==> src/alu_consts.vh <==
// constants for the accumulator load unit
`ifndef ALU_CONSTS_VH
`define ALU_CONSTS_VH

// ---------------------------------------------------------------
// command codes
// ---------------------------------------------------------------
`define ALU_OP_W 3
`define ALU_OP_LOAD_DOUBLE_MEM 3'h0
`define ALU_OP_LOAD_DOUBLE_CONST 3'h1
`define ALU_OP_LOAD_BIT_FIELD 3'h2
`define ALU_OP_LOAD_CONVERTED_ADDRESS 3'h3
`define ALU_OP_LOAD_INDEXED_WORD 3'h4
`define ALU_OP_STORE 3'h5
`define ALU_OP_END_SCAN 3'h6

// ---------------------------------------------------------------
// widths, limits and reset values
// ---------------------------------------------------------------
`define ALU_ACC_W 32
`define ALU_WORD_W 16
`define ALU_ADDR_W 16
`define ALU_CNT_W 6
`define ALU_CNT_MIN 6'h01
`define ALU_CNT_MAX 6'h20
`define ALU_STACK_DEPTH 8
`define ALU_OCT_DIGITS 6
`define ALU_ADDR_STEP 16'h0001
`define ALU_ACC_RST 32'h00000000
`define ALU_WORD_ZERO 16'h0000

`endif

==> src/alu_load_unit.v <==
// accumulator load unit: double, bit field, converted address, indexed
`timescale 1ns/1ps
`include "alu_consts.vh"

module alu_load_unit #(
	parameter STACK_DEPTH = `ALU_STACK_DEPTH
) (
	input wire ref_clk,
	input wire sys_rst,
	input wire cmd_valid,
	input wire [`ALU_OP_W-1:0] cmd_op,
	input wire [`ALU_ADDR_W-1:0] cmd_addr,
	input wire [`ALU_ACC_W-1:0] cmd_const,
	input wire [`ALU_CNT_W-1:0] cmd_count,
	output reg cmd_ready,
	output reg wmem_rd_en,
	output reg [`ALU_ADDR_W-1:0] wmem_addr,
	input wire [`ALU_WORD_W-1:0] wmem_rd_data,
	output reg bmem_rd_en,
	output reg [`ALU_ADDR_W-1:0] bmem_addr,
	input wire bmem_rd_data,
	output reg [`ALU_ACC_W-1:0] acc,
	output reg [`ALU_ACC_W-1:0] stack_level1,
	output reg zero_result_flag,
	output reg done,
	output reg cmd_error
);

// ---------------------------------------------------------------
// states
// ---------------------------------------------------------------
localparam S_IDLE = 3'h0;
localparam S_WORD_LO = 3'h1;
localparam S_WORD_HI = 3'h2;
localparam S_BITS = 3'h3;
localparam S_INDEX = 3'h4;
localparam S_FINISH = 3'h5;

// ---------------------------------------------------------------
// octal operand helpers
// ---------------------------------------------------------------
// one octal digit per nibble, lowest digit in the lowest nibble
function [`ALU_WORD_W-1:0] alu_oct_to_bin;
	input [`ALU_ACC_W-1:0] d;
	integer i;
	reg [17:0] r;
	begin
		r = 18'h00000;
		for (i = 0; i < `ALU_OCT_DIGITS; i = i + 1) begin
			r[3*i +: 3] = d[4*i +: 3];
		end
		alu_oct_to_bin = r[15:0];
	end
endfunction

// every digit 0..7, no digit beyond the sixth, result fits 16 bits
function alu_oct_ok;
	input [`ALU_ACC_W-1:0] d;
	integer i;
	reg ok;
	begin
		ok = (d[31:24] == 8'h00) && (d[22:21] == 2'h0);
		for (i = 0; i < `ALU_OCT_DIGITS; i = i + 1) begin
			if (d[4*i+3]) begin
				ok = 1'b0;
			end
		end
		alu_oct_ok = ok;
	end
endfunction

// ---------------------------------------------------------------
// command decode
// ---------------------------------------------------------------
// loads are the only commands that complete a value into acc
function alu_is_load;
	input [`ALU_OP_W-1:0] op;
	begin
		alu_is_load = (op == `ALU_OP_LOAD_DOUBLE_MEM) ||
			(op == `ALU_OP_LOAD_DOUBLE_CONST) ||
			(op == `ALU_OP_LOAD_BIT_FIELD) ||
			(op == `ALU_OP_LOAD_CONVERTED_ADDRESS) ||
			(op == `ALU_OP_LOAD_INDEXED_WORD);
	end
endfunction

// bit field counts outside 1..32 are refused
function alu_count_ok;
	input [`ALU_CNT_W-1:0] n;
	begin
		alu_count_ok = (n >= `ALU_CNT_MIN) && (n <= `ALU_CNT_MAX);
	end
endfunction

// ---------------------------------------------------------------
// state and working registers
// ---------------------------------------------------------------
reg [2:0] state;
reg [`ALU_ACC_W-1:0] result;
reg [`ALU_ACC_W-1:0] gather;
reg [`ALU_CNT_W-1:0] bit_cnt;
reg [`ALU_CNT_W-1:0] bit_got;
reg push_pending;
reg [`ALU_ACC_W-1:0] stack [0:STACK_DEPTH-1];

wire accept;
wire op_is_load;
wire count_ok;
wire oct_ok;
wire params_ok;
wire do_push;
wire [`ALU_ACC_W-1:0] offset_src;
wire [`ALU_ADDR_W-1:0] index_addr;
wire [`ALU_ACC_W-1:0] next_gather;
wire bit_last;

// ---------------------------------------------------------------
// decode and push control
// ---------------------------------------------------------------
// commands are only taken while idle
assign accept = cmd_valid && cmd_ready && (state == S_IDLE);
assign op_is_load = alu_is_load(cmd_op);
assign count_ok = alu_count_ok(cmd_count);
assign oct_ok = alu_oct_ok(cmd_const);
assign params_ok = !((cmd_op == `ALU_OP_LOAD_BIT_FIELD) && !count_ok) &&
	!((cmd_op == `ALU_OP_LOAD_CONVERTED_ADDRESS) && !oct_ok);
// refused loads leave acc and stack untouched
assign do_push = accept && op_is_load && params_ok && push_pending;

// the prior acc becomes level one in the same cycle it is used
assign offset_src = push_pending ? acc : stack_level1;
// offset added as plain binary, no octal conversion
assign index_addr = cmd_addr + offset_src[`ALU_ADDR_W-1:0];

// ---------------------------------------------------------------
// bit gather
// ---------------------------------------------------------------
// each new bit lands one place above the one before it
assign next_gather = gather |
	({{(`ALU_ACC_W-1){1'b0}}, bmem_rd_data} << bit_got[4:0]);
assign bit_last = (bit_got == bit_cnt - `ALU_CNT_MIN);

// ---------------------------------------------------------------
// accumulator stack
// ---------------------------------------------------------------
integer k;
always @(posedge ref_clk) begin
	if (sys_rst) begin
		for (k = 0; k < STACK_DEPTH; k = k + 1) begin
			stack[k] <= `ALU_ACC_RST;
		end
		stack_level1 <= `ALU_ACC_RST;
	end else if (do_push) begin
		// deepest level is overwritten and lost
		for (k = 1; k < STACK_DEPTH; k = k + 1) begin
			stack[k] <= stack[k-1];
		end
		stack[0] <= acc;
		// port copy of level one, the offset source for indexed loads
		stack_level1 <= acc;
	end
end

// ---------------------------------------------------------------
// command sequencer
// ---------------------------------------------------------------
always @(posedge ref_clk) begin
	if (sys_rst) begin
		state <= S_IDLE;
		cmd_ready <= 1'b1;
		wmem_rd_en <= 1'b0;
		wmem_addr <= `ALU_WORD_ZERO;
		bmem_rd_en <= 1'b0;
		bmem_addr <= `ALU_WORD_ZERO;
		acc <= `ALU_ACC_RST;
		zero_result_flag <= 1'b0;
		done <= 1'b0;
		cmd_error <= 1'b0;
		result <= `ALU_ACC_RST;
		gather <= `ALU_ACC_RST;
		bit_cnt <= `ALU_CNT_MIN;
		bit_got <= 6'h00;
		push_pending <= 1'b0;
	end else begin
		done <= 1'b0;
		cmd_error <= 1'b0;
		case (state)
		S_IDLE: begin
			if (accept) begin
				if (op_is_load && !params_ok) begin
					cmd_error <= 1'b1;
				end else begin
					case (cmd_op)
					`ALU_OP_LOAD_DOUBLE_MEM: begin
						cmd_ready <= 1'b0;
						wmem_rd_en <= 1'b1;
						wmem_addr <= cmd_addr;
						state <= S_WORD_LO;
					end
					`ALU_OP_LOAD_DOUBLE_CONST: begin
						cmd_ready <= 1'b0;
						result <= cmd_const;
						state <= S_FINISH;
					end
					`ALU_OP_LOAD_BIT_FIELD: begin
						cmd_ready <= 1'b0;
						gather <= `ALU_ACC_RST;
						bit_cnt <= cmd_count;
						bit_got <= 6'h00;
						bmem_rd_en <= 1'b1;
						bmem_addr <= cmd_addr;
						state <= S_BITS;
					end
					`ALU_OP_LOAD_CONVERTED_ADDRESS: begin
						cmd_ready <= 1'b0;
						result <= {`ALU_WORD_ZERO,
							alu_oct_to_bin(cmd_const)};
						state <= S_FINISH;
					end
					`ALU_OP_LOAD_INDEXED_WORD: begin
						cmd_ready <= 1'b0;
						wmem_rd_en <= 1'b1;
						wmem_addr <= index_addr;
						state <= S_INDEX;
					end
					`ALU_OP_STORE: begin
						push_pending <= 1'b0;
						done <= 1'b1;
					end
					`ALU_OP_END_SCAN: begin
						acc <= `ALU_ACC_RST;
						push_pending <= 1'b0;
						done <= 1'b1;
					end
					default: begin
						cmd_error <= 1'b1;
					end
					endcase
				end
			end
		end
		S_WORD_LO: begin
			result[15:0] <= wmem_rd_data;
			wmem_addr <= wmem_addr + `ALU_ADDR_STEP;
			state <= S_WORD_HI;
		end
		S_WORD_HI: begin
			result[31:16] <= wmem_rd_data;
			wmem_rd_en <= 1'b0;
			state <= S_FINISH;
		end
		S_BITS: begin
			gather <= next_gather;
			if (bit_last) begin
				bmem_rd_en <= 1'b0;
				result <= next_gather;
				state <= S_FINISH;
			end else begin
				bmem_addr <= bmem_addr + `ALU_ADDR_STEP;
				bit_got <= bit_got + 6'h01;
			end
		end
		S_INDEX: begin
			result <= {`ALU_WORD_ZERO, wmem_rd_data};
			wmem_rd_en <= 1'b0;
			state <= S_FINISH;
		end
		S_FINISH: begin
			acc <= result;
			zero_result_flag <= (result == `ALU_ACC_RST);
			// every completed load arms a push for the next load
			push_pending <= 1'b1;
			done <= 1'b1;
			cmd_ready <= 1'b1;
			state <= S_IDLE;
		end
		default: begin
			// unused state codes fall back to idle
			state <= S_IDLE;
			cmd_ready <= 1'b1;
			wmem_rd_en <= 1'b0;
			bmem_rd_en <= 1'b0;
		end
		endcase
	end
end

endmodule

==> config.mk <==
export PLATFORM = sky130hd
export DESIGN_NAME = alu_load_unit
export DESIGN_NICKNAME = d
export VERILOG_FILES = /design/src/alu_load_unit.v
export VERILOG_INCLUDE_DIRS = /design/src
export SDC_FILE = /design/constraint.sdc
export NUM_CORES = 1
export LEC_CHECK = 0
export BUFFER_PORTS_ARGS = -buffer_cell sky130_fd_sc_hd__buf_4
export CORE_MARGIN = 10
export CORE_UTILIZATION = 56
export DETAILED_ROUTE_END_ITERATION = 8
export PLACE_DENSITY = 0.8
export SETUP_SLACK_MARGIN = 0.15
export SYNTH_ARGS = -nofsm -noshare
export SYNTH_HDL_FRONTEND = slang
export SYNTH_SLANG_ARGS = --single-unit
==> constraint.sdc <==
create_clock -name ref_clk -period 4.7 [get_ports ref_clk]
set_clock_uncertainty 0.15 [all_clocks]
set_input_delay 0.47 -clock ref_clk [delete_from_list [all_inputs] [get_ports ref_clk]]
set_output_delay 0.47 -clock ref_clk [all_outputs]
set_load 0.05 [all_outputs]
==> parameters.txt, run 1 <==
Parameter                              Value

Timing
  RSZ-0062 raised after global routing ... no
  Normalized max-slew margin ... 24.0%
  Slew at the pin closest to its max-slew limit ... 1.13 ns
  Final max-slew violation count ... 0
  Final critical-path share of the clock period ... 74.2%
  Fin Setup TNS ... 0 ns
  Hold slack ... 0.120 ns
  Period minus WS final ... 3.49 ns
  Highest clock frequency the design can meet ... 287 MHz
  Total of endpoints with negative setup slack in the final report ... 0
  Final WS setup ... 1.21 ns
  Final-report hold violation count ... 0

Yosys
  Area share of the leading cell type in the synthesized netlist ... 38.4%
  Count of unique library cells instantiated by Yosys ... 69
  Number of enable flip-flop cells after synthesis ... 0
  Cell types with the highest counts after synthesis ... nor2_1 (209), dfxtp_1 (182), a21oi_1 (90)
  Synthesized area ... 9490 µm²
  Per-instance average area after synthesis ... 8.14 µm²
  Instance count of the mapped netlist ... 1165
  Most used DFF post-synth ... dfxtp_1
  Cell taking the most area after synthesis ... dfxtp_1
  Asr flop ratio synth ... 0%
  Synth warn ... 0
  Number of nets produced by synthesis ... 1262
  Sequential share of the synthesized area ... 38.4%
  Synth Register Bits ... 182
  Leading post-synthesis cells by cell area ... dfxtp_1 (38%), nor2_1 (8.3%), a21oi_1 (4.7%)
  Cell with the most instances after synthesis ... nor2_1

CTS
  CTS Hold Bufs ... 0
  Clock tree from TritonCTS ... done
  Maximum level of the CTS H-tree ... 4
  Post-CTS setup repair buffer count ... 0
  Quantity of gates resized following cts ... 0
  Insertion delay of the later-clocked pin in the worst-skew pair ... 0.43 ns
  Total CTS buffers ... 17
  Largest buffer count on any clock path ... 2
  Clock root buffer master ... clkbuf_16
  Clock slew at reported path FFs ... 0.07 ns
  CTS Sinks ... 182

GRT
  Vias in the first global route ... 8775
  Pin count of the biggest net entering global routing ... 85
  Wire length of the first global-routing pass ... 48600 µm
  GRT Overall Usage ... 26.7%
  Global route total overflow ... 0
  Number of antenna violations at the first check in global routing ... 0

Layout
  Final Instance Area ... 11500 µm²
  Share of post-route cells with drive strength above 1 ... 20.3%
  Final std cells w/o fill ... 1526
  Post-synthesis to final-layout area growth ... 20.7%
  Antenna diode count ... 0
  NumNets Final ... 1390
  Final-layout fill cell count ... 1390

Placed design
  DPL Wire Length ... 23500 µm
  Placed Instances ... 1494
  Standard cell area after detailed placement ... 10900 µm²
  Post-Place Worst Slack ... 1.27 ns
  Port Buffers ... 178
  Weighted congestion at the end of routability-driven global placement ... 0.956

Floorplanning
  Core area ... 16600 µm²
  Height of the chip ... 150 µm
  Die outline width ... 150 µm
  # rows ... 47
  Starting density of the core ... 57.2%
  Die footprint ... 22500 µm²
  Top Ports ... 179

Worst setup path
  Worst-path maximum fanout ... 18
  Required arrival time at the worst endpoint ... 4.91 ns
  Worst setup path class ... reg2reg
  Critical path capture point type ... flip-flop
  Kind of start point of the critical path ... flip-flop
  Endpoint arrival time on the critical path ... 3.70 ns
  R2R depth ... 9

Pwr
  Power density over the cells ... 326 nW/µm²
  Max IR drop VDD ... 282 µV
  Leakage power summed over all cells ... 4.75 nW

Min path
  Hold Path Cell Cnt ... 3
  Class of the tightest hold or removal check ... in2reg

Drt
  Final routed DRC violation total ... 0
  Drt first pass iters ... 6
  DRT antenna net count ... 0
  Routed wire per std cell ... 20.7 µm
  DR vias/cell ... 6.40
  Routed wire length ... 31500 µm
  Vias after detailed routing ... 9770
  First DRT Iteration DRCs ... 1145

Flow run
  Max-cap violations ... 0

Status
  Result of the run ... finished clean
==> layer usage <==
| metal | vias to the layer above | GRT usage (%) | part of all wire, % |
|---|---|---|---|
| li1 | 4567 | - | - |
| met1 | 4617 | 35.5 | 41 |
| met2 | 499 | 42.4 | 46 |
| met3 | 87 | 5.64 | 9.1 |
| met4 | 0 | 8.50 | 3.2 |
| met5 | - | 0 | 0 |
==> path summary, 6_finish.rpt <==
check / startpoint / to / slack (ns)
setup reg to reg: push_pending / wmem_addr[14] / 1.21
setup / recovery: push_pending / wmem_addr[14] / 1.21
hold / removal: cmd_count[0] / bit_cnt[0] / 0.12
hold reg to reg: gather[28] / gather[28] / 0.32
==> cells in the final DEF, fill, tap and decap left out, types with 11 or more instances in the layout <==
master     synthesis  layout
o21ai_0           58      58
nor3_1            29      28
a221oi_1          18      18
dfxtp_1          182     182
nor2_1           209     209
a31oi_1           17      17
a211oi_1          26      26
a21oi_1           90      90
nor4_1            20      20
or3_1             11      11
a22oi_1           51      51
buf_4              1     192
nand3_1           28      28
nand4_1           12      12
inv_1             13      13
mux2_2            29      29
a311oi_1          20      20
mux2i_1           44      44
ha_1              19      19
nand2_1           71      71
clkbuf_16          0      17
and3_1            16      16
==> cell families (layout without fill, tap and decap cells) <==
family          count (synthesis)  after routing  synth area share, %
mux                            73             73                 8.09
xor+xnor                       15             15                 1.39
flops                         182            182                 38.4
simple gates                  437            437                 21.1
fa+ha+maj                      20             20                 2.72
buf+inv                        96            237                 4.04
compound gates                342            342                 24.3
==> flip-flops by register name (all words and copies together) (netlist names), 3 cells and up <==
name	cells
acc	32
gather	32
result	32
stack_level1	32
bmem_addr	16
wmem_addr	16
bit_cnt	6
bit_got	6
state	3
==> worst max-delay path, stage by stage (launching register included) <==
cell	delay, ns
dfxtp_1	0.85
mux2_2	0.42
ha_1	0.31
and2_1	0.20
a221o_1	0.35
a21oi_1	0.30
mux2_2	0.38
a211oi_1	0.24
o211ai_1	0.11
a21oi_1	0.12
==> metrics by stage <==
step / utilization [%] / total power, W
6_report: 69.1 / 0.00373
5_1_grt: 69.1 / 0.00385
4_1_cts: 69.1 / 0.00372
3_5_place_dp: 65.6 / 0.00235
3_3_place_gp: 65.6 / 0.00234
2_1_floorplan: - / 0.00213
==> power by group <==
part / total [W] / internal (W) / switching [W]
registers: 0.00169 / 0.00161 / 0.0000831
logic: 0.000637 / 0.000235 / 0.000402
clock network: 0.00140 / 0.000722 / 0.000679
total: 0.00373 / 0.00257 / 0.00116
==> final cells by class <==
type | count | area [µm²] | area share [%]
Timing Repair Buffer | 192 | 1440 | 12.6
Tap cell | 220 | 275 | 2.40
Multi-Input combinational cell | 887 | 5470 | 47.7
Clock buffer | 19 | 443 | 3.87
Sequential cell | 182 | 3640 | 31.8
Clock inverter | 13 | 133 | 1.16
Inverter | 13 | 48.8 | 0.426
Note: power is estimated with default switching activity, not from simulation.
==> inputs of run 2 (changes only) <==
Settings changed: ABC_AREA from default to 1, CORE_UTILIZATION 56 to 57, PLACE_DENSITY 0.8 to 0.81.
Clock period 4.7 ns to 3.25 ns, I/O delays scaled along.
==> run 2 against run 1 <==
Effect of this change: worst setup slack lost 0.55 ns; first-iteration DRC count shrank 14%; design area grew 9.9%; core utilization grew 0.30 points; synthesized cell count grew 43%; power grew 77%; sequential share of layout area shrank 2.9 points; critical endpoint is now wmem_addr[8]; largest power group unchanged; highest routed layer unchanged.
==> parameters.txt, run 2 <==
Parameter                              Value

Floorplanning
  # rows ... 49
  Height of the chip ... 156 µm
  Top Ports ... 179
  Starting density of the core ... 58.4%
  Die footprint ... 24400 µm²
  Core area ... 18100 µm²
  Die outline width ... 156 µm

Pwr
  Leakage power summed over all cells ... 5.72 nW
  Combinational share of power ... 27.7%
  Cell-internal power ... 0.00412 W
  Fraction of power consumed by the clock network ... 32.9%
  Max IR drop VDD ... 432 µV
  Psw ... 0.00250 W
  Proportion of power drawn by flip-flops and latches ... 39.4%
  Net switching fraction of the power ... 37.8%
  Power density over the cells ... 526 nW/µm²

Yosys
  Synthesized area ... 10600 µm²
  Area share of the leading cell type in the synthesized netlist ... 34.4%
  Leading post-synthesis cells by cell area ... dfxtp_1 (34%), nand2_1 (14%), a21oi_1 (8.7%)
  Number of enable flip-flop cells after synthesis ... 0
  Sequential share of the synthesized area ... 34.4%
  Cell taking the most area after synthesis ... dfxtp_1
  Cell types with the highest counts after synthesis ... nand2_1 (406), nor2_1 (213), inv_1 (192)
  Cell with the most instances after synthesis ... nand2_1
  Instance count of the mapped netlist ... 1668
  Number of nets produced by synthesis ... 1765
  Asr flop ratio synth ... 0%
  Synth warn ... 0
  Synth Register Bits ... 182
  Most used DFF post-synth ... dfxtp_1
  Count of unique library cells instantiated by Yosys ... 52
  Per-instance average area after synthesis ... 6.35 µm²

Drt
  Routed wire length ... 34200 µm
  Vias after detailed routing ... 11.3k
  Routed wire per std cell ... 16.8 µm
  DRT antenna net count ... 0
  Final routed DRC violation total ... 0
  Drt first pass iters ... 5
  DR vias/cell ... 5.55
  First DRT Iteration DRCs ... 980

CTS
  CTS Hold Bufs ... 0
  Post-CTS setup repair buffer count ... 0
  Quantity of gates resized following cts ... 0
  Clock root buffer master ... clkbuf_16
  Clock slew at reported path FFs ... 0.07 ns
  Insertion delay of the later-clocked pin in the worst-skew pair ... 0.44 ns
  Total CTS buffers ... 17
  Maximum level of the CTS H-tree ... 4
  CTS Sinks ... 182
  Largest buffer count on any clock path ... 2
  Clock tree from TritonCTS ... done

Placed design
  Port Buffers ... 178
  Placed Instances ... 2008
  DPL Wire Length ... 25700 µm
  Weighted congestion at the end of routability-driven global placement ... 0.970

Timing
  Normalized max-slew margin ... 47.1%
  Final max-slew violation count ... 0
  RSZ-0062 raised after global routing ... no
  Highest clock frequency the design can meet ... 387 MHz
  Total of endpoints with negative setup slack in the final report ... 0
  Period minus WS final ... 2.58 ns
  Final-report hold violation count ... 0
  Final critical-path share of the clock period ... 79.5%
  Slew at the pin closest to its max-slew limit ... 0.792 ns
  Fin Setup TNS ... 0 ns

GRT
  GRT Overall Usage ... 27.3%
  Number of antenna violations at the first check in global routing ... 0
  Vias in the first global route ... 10.6k
  Pin count of the biggest net entering global routing ... 103
  Wire length of the first global-routing pass ... 54600 µm
  Global route total overflow ... 0

Worst setup path
  Worst setup path startpoint ... stack_level1[0]
  Required arrival time at the worst endpoint ... 3.44 ns
  Endpoint arrival time on the critical path ... 2.77 ns
  Worst reg2reg startpoint ... stack_level1[0]
  Critical path capture point type ... flip-flop
  Reg-to-reg slack, setup ... 0.67 ns
  Worst setup path class ... reg2reg
  Worst-path maximum fanout ... 3
  Kind of start point of the critical path ... flip-flop

Flow run
  Max-cap violations ... 0

Min path
  Class of the tightest hold or removal check ... in2reg
  Hold Crit Start ... cmd_count[0]

Layout
  Area of all sequential standard cells ... 3640 µm²
  Final std cells w/o fill ... 2040
  Top library cells by usage in the layout, fill and taps aside ... nand2_1 (406), nor2_1 (213), buf_4 (194)
  Post-synthesis to final-layout area growth ... 18.9%
  Area taken by multi-input logic gates ... 5780 µm²
  NumNets Final ... 1895
  Most common cell after layout, fill and taps aside ... nand2_1
  Share of post-route cells with drive strength above 1 ... 15.7%
  Final-layout fill cell count ... 1652
  Antenna diode count ... 0

Status
  Result of the run ... finished clean
## run 2: metrics by stage
stage	setup WS [ns]	power (W)	util [%]	instance area, µm²	hold slack, ns
final	0.666	0.00662	69.4	12600	0.0270
after global routing	0.390	0.00693	69.4	12600	0.0228
after CTS	0.668	0.00661	69.4	12600	0.0167
after detailed placement	0.701	0.00446	65.9	12000	0.286
after global placement	0.700	0.00444	65.9	12000	0.283
after floorplan	0.720	0.00395	-	10600	0.285
## run 2: cell type report
cell class	count	area share [%]
Multi-Input combinational cell	1200	45.9
Sequential cell	182	28.9
Timing Repair Buffer	195	11.7
Inverter	202	6.08
Clock buffer	17	3.38
Tap cell	229	2.28
Clock inverter	15	1.65
## run 2: routing by layer
metal | GRT usage [%] | up-vias | wire length, µm
met2 | 45.5 | 415 | 16300
met1 | 33.2 | 5176 | 14200
met3 | 6.36 | 89 | 2460
li1 | - | 5642 | -
met4 | 11.6 | 0 | 1260
met5 | 0 | - | 0
## run 2: worst paths after layout
path                       to  cells after the start
min                bit_cnt[0]                      3
min reg2reg  stack_level1[16]                      2
max reg2reg      wmem_addr[8]                     15
max              wmem_addr[8]                     15
## run 2: kinds of logic (layout without fill, tap and decap cells)
kind of cell | Yosys count | after routing | synth area share, %
AND/OR/NAND/NOR | 813 | 813 | 33.0
buffers and inverters | 286 | 429 | 11.0
adder cells (fa/ha/maj) | 20 | 20 | 2.43
flip-flops | 182 | 182 | 34.4
multiplexers | 1 | 1 | 0.0945
XOR/XNOR | 20 | 20 | 1.65
AO/OA/AOI/OAI | 346 | 346 | 17.4
## run 2: worst max-delay path, stage by stage (launching register included)
cell     delay (ns)
dfxtp_1        0.33
inv_1          0.07
o21ai_0        0.24
ha_1           0.23
inv_1          0.06
fa_1           0.39
inv_1          0.12
nand3_1        0.07
nand2_1        0.13
nand2_1        0.10
nand3_1        0.10
nand2_1        0.05
o21ai_0        0.18
o21ai_0        0.11
nor2_1         0.10
nor2_1         0.05
## run 2: power by group through the flow
stage	combinational [W]	clock, W	sequential (W)
finish	0.00183	0.00218	0.00261
global route	0.00201	0.00229	0.00263
global placement	0.00179	0	0.00265
floorplan	0.00105	0	0.00290
detailed placement	0.00181	0	0.00265
CTS	0.00182	0.00219	0.00260
==> inputs of run 3 (changes only) <==
Settings changed: CORE_UTILIZATION 57 to 52, PLACE_DENSITY 0.81 to 0.78.
Clock period 3.25 ns to 2.18 ns, I/O delays scaled along.
==> run 3 against run 2 <==
Effect of this change: the flow now finishes with violations (negative setup slack); worst hold slack lost 0.013 ns; design area up 17%; register-to-register slack lost 0.88 ns; sequential power increased by 50%; combinational power grew 100%; wire length grew 8.9%; global-route usage down 1.5 points; power increased by 63%; first-iteration DRC count grew 6.4%; highest routed layer unchanged.
==> parameters.txt, run 3 (synthesis gave the netlist of run 2 again) <==
Parameter                              Value

Placed design
  Port Buffers ... 178
  Post-Place Worst Slack ... -0.0941 ns
  Standard cell area after detailed placement ... 12600 µm²
  Weighted congestion at the end of routability-driven global placement ... 0.970
  DPL Wire Length ... 26000 µm

Status
  Result of the run ... finished, violations left
  Violated checks ... negative setup slack

Drt
  First DRT Iteration DRCs ... 1043
  Routed wire length ... 37300 µm
  DRT antenna net count ... 0
  Routed wire per std cell ... 17.0 µm
  Vias after detailed routing ... 12.0k
  DR vias/cell ... 5.51
  Final routed DRC violation total ... 0
  Drt first pass iters ... 6

CTS
  Clock tree from TritonCTS ... done
  CTS Sinks ... 182
  Insertion delay of the later-clocked pin in the worst-skew pair ... 0.43 ns
  Maximum level of the CTS H-tree ... 4
  Total CTS buffers ... 17
  Largest buffer count on any clock path ... 2
  Clock slew at reported path FFs ... 0.08 ns
  Clock root buffer master ... clkbuf_16

Worst setup path
  Worst reg2reg startpoint ... push_pending
  Delay contributed by the slowest stage of the critical path ... 0.47 ns
  Cells traversed along the worst timing path ... buf_12 > nand2_1 > o21ai_2 > ha_4 > nand2_2 > inv_1 > a21oi_2 > nand2_4 > buf_6 > a21oi_2 > o21ai_1 > a21oi_1 > nor2_1 > nor2_1
  Kind of start point of the critical path ... flip-flop
  Worst setup path startpoint ... push_pending
  Worst setup path class ... reg2reg
  Required arrival time at the worst endpoint ... 2.40 ns
  Crit-path slowest cell ... dfxtp_4
  Critical path capture point type ... flip-flop
  Worst-path maximum fanout ... 8
  Endpoint arrival time on the critical path ... 2.61 ns
  Reg-to-reg slack, setup ... -0.21 ns
  R2R depth ... 14
  Capture point of the worst reg-to-reg path ... wmem_addr[7]

Timing
  Final max-slew violation count ... 0
  RSZ-0062 raised after global routing ... yes
  Slew at the pin closest to its max-slew limit ... 0.568 ns
  Final WS setup ... -0.210 ns
  Final-report hold violation count ... 0
  Normalized max-slew margin ... 61.8%
  Final critical-path share of the clock period ... 110%
  Period minus WS final ... 2.39 ns
  Total of endpoints with negative setup slack in the final report ... 33
  Hold slack ... 0.0144 ns
  Highest clock frequency the design can meet ... 418 MHz

GRT
  Pin count of the biggest net entering global routing ... 81
  Vias in the first global route ... 11.2k
  Number of antenna violations at the first check in global routing ... 0
  Global route total overflow ... 0
  GRT Overall Usage ... 25.8%
  Wire length of the first global-routing pass ... 56400 µm

Floorplanning
  Core area ... 20100 µm²
  # rows ... 52
  Die outline width ... 163 µm
  Die footprint ... 26500 µm²
  Top Ports ... 179
  Starting density of the core ... 52.7%
  Height of the chip ... 163 µm

Layout
  Most common cell after layout, fill and taps aside ... nand2_1
  Post-synthesis to final-layout area growth ... 38.5%
  NumNets Final ... 2001
  Final-layout fill cell count ... 1623
  Post-route core utilization ... 73.0%
  Share of post-route cells with drive strength above 1 ... 31.0%
  Final Instance Area ... 14700 µm²
  Top library cells by usage in the layout, fill and taps aside ... nand2_1 (342), buf_4 (260), inv_1 (183)
  Antenna diode count ... 0

Pwr
  Leakage power summed over all cells ... 6.51 nW
  Power density over the cells ... 735 nW/µm²
  PnR Total Power ... 0.0108 W
  Max IR drop VDD ... 593 µV

Min path
  Hold Crit Start ... cmd_const[31]
  Hold endpoint ... result[31]
  Class of the tightest hold or removal check ... in2reg
  Hold Path Cell Cnt ... 5

Flow run
  Max-cap violations ... 0
==> run 3: changes by cell type in the layout (fill, tap and decap cells not counted), sizes merged <==
cell and delta:
clkinv -3, inv +3, clkbuf +3, bufinv -1, dlygate4sd3 +7, clkinvlp +1
buf +96
==> run 3: how the worst max path moves through the flow <==
stage | endpoint | cells past startpoint
2_1_floorplan | wmem_addr[12] | 19
3_3_place_gp | wmem_addr[15] | 15
3_5_place_dp | wmem_addr[15] | 15
4_1_cts | wmem_addr[8] | 15
5_1_grt | wmem_addr[7] | 14
6_report | wmem_addr[7] | 14
==> run 3: critical path, delay by kind of cell (launching register included) <==
family          cells  cell delay (ns)
simple gates        5             0.44
compound gates      5             0.64
fa+ha+maj           1             0.25
buf+inv             3             0.37
flops               1             0.47
==> run 3: per-layer routing <==
layer,GRT usage [%],up-vias,wire length (µm)
met5,0,-,0
met4,11.1,0,1650
met3,5.66,114,2840
met2,42.9,509,17800
met1,31.6,5582,15000
li1,-,5839,-
==> run 3: layout make-up <==
type	instances	area, µm²	area share [%]
Multi-Input combinational cell	1200	6560	44.7
Sequential cell	182	3700	25.2
Timing Repair Buffer	301	2670	18.2
Inverter	202	792	5.40
Clock buffer	17	425	2.90
Tap cell	270	338	2.30
Clock inverter	15	190	1.30
==> run 3: timing repair <==
item	4_1_cts	5_1_grt
pin swaps	36	89
hold buffers	7	0
endpoints found under the setup margin	68	114
resized for setup	104	147
endpoints found under the hold margin	7	0
cloned	5	4
buffers inserted	9	24
==> run 3: per-stage QoR <==
stage / std cells / TNS [ns]
floorplan: 1668 / -0.187
CTS: 2159 / -0.0328
global placement: 2106 / -0.131
detailed placement: 2106 / -0.409
finish: 2187 / -1.68
global route: 2187 / -5.29
==> run 3: power breakdown <==
part           switching (W)  leakage (nW)  internal, W
Clock                0.00162         0.295      0.00158
Combinational        0.00226          4.72      0.00140
Sequential          0.000290          1.50      0.00362
Total                0.00417          6.51      0.00660
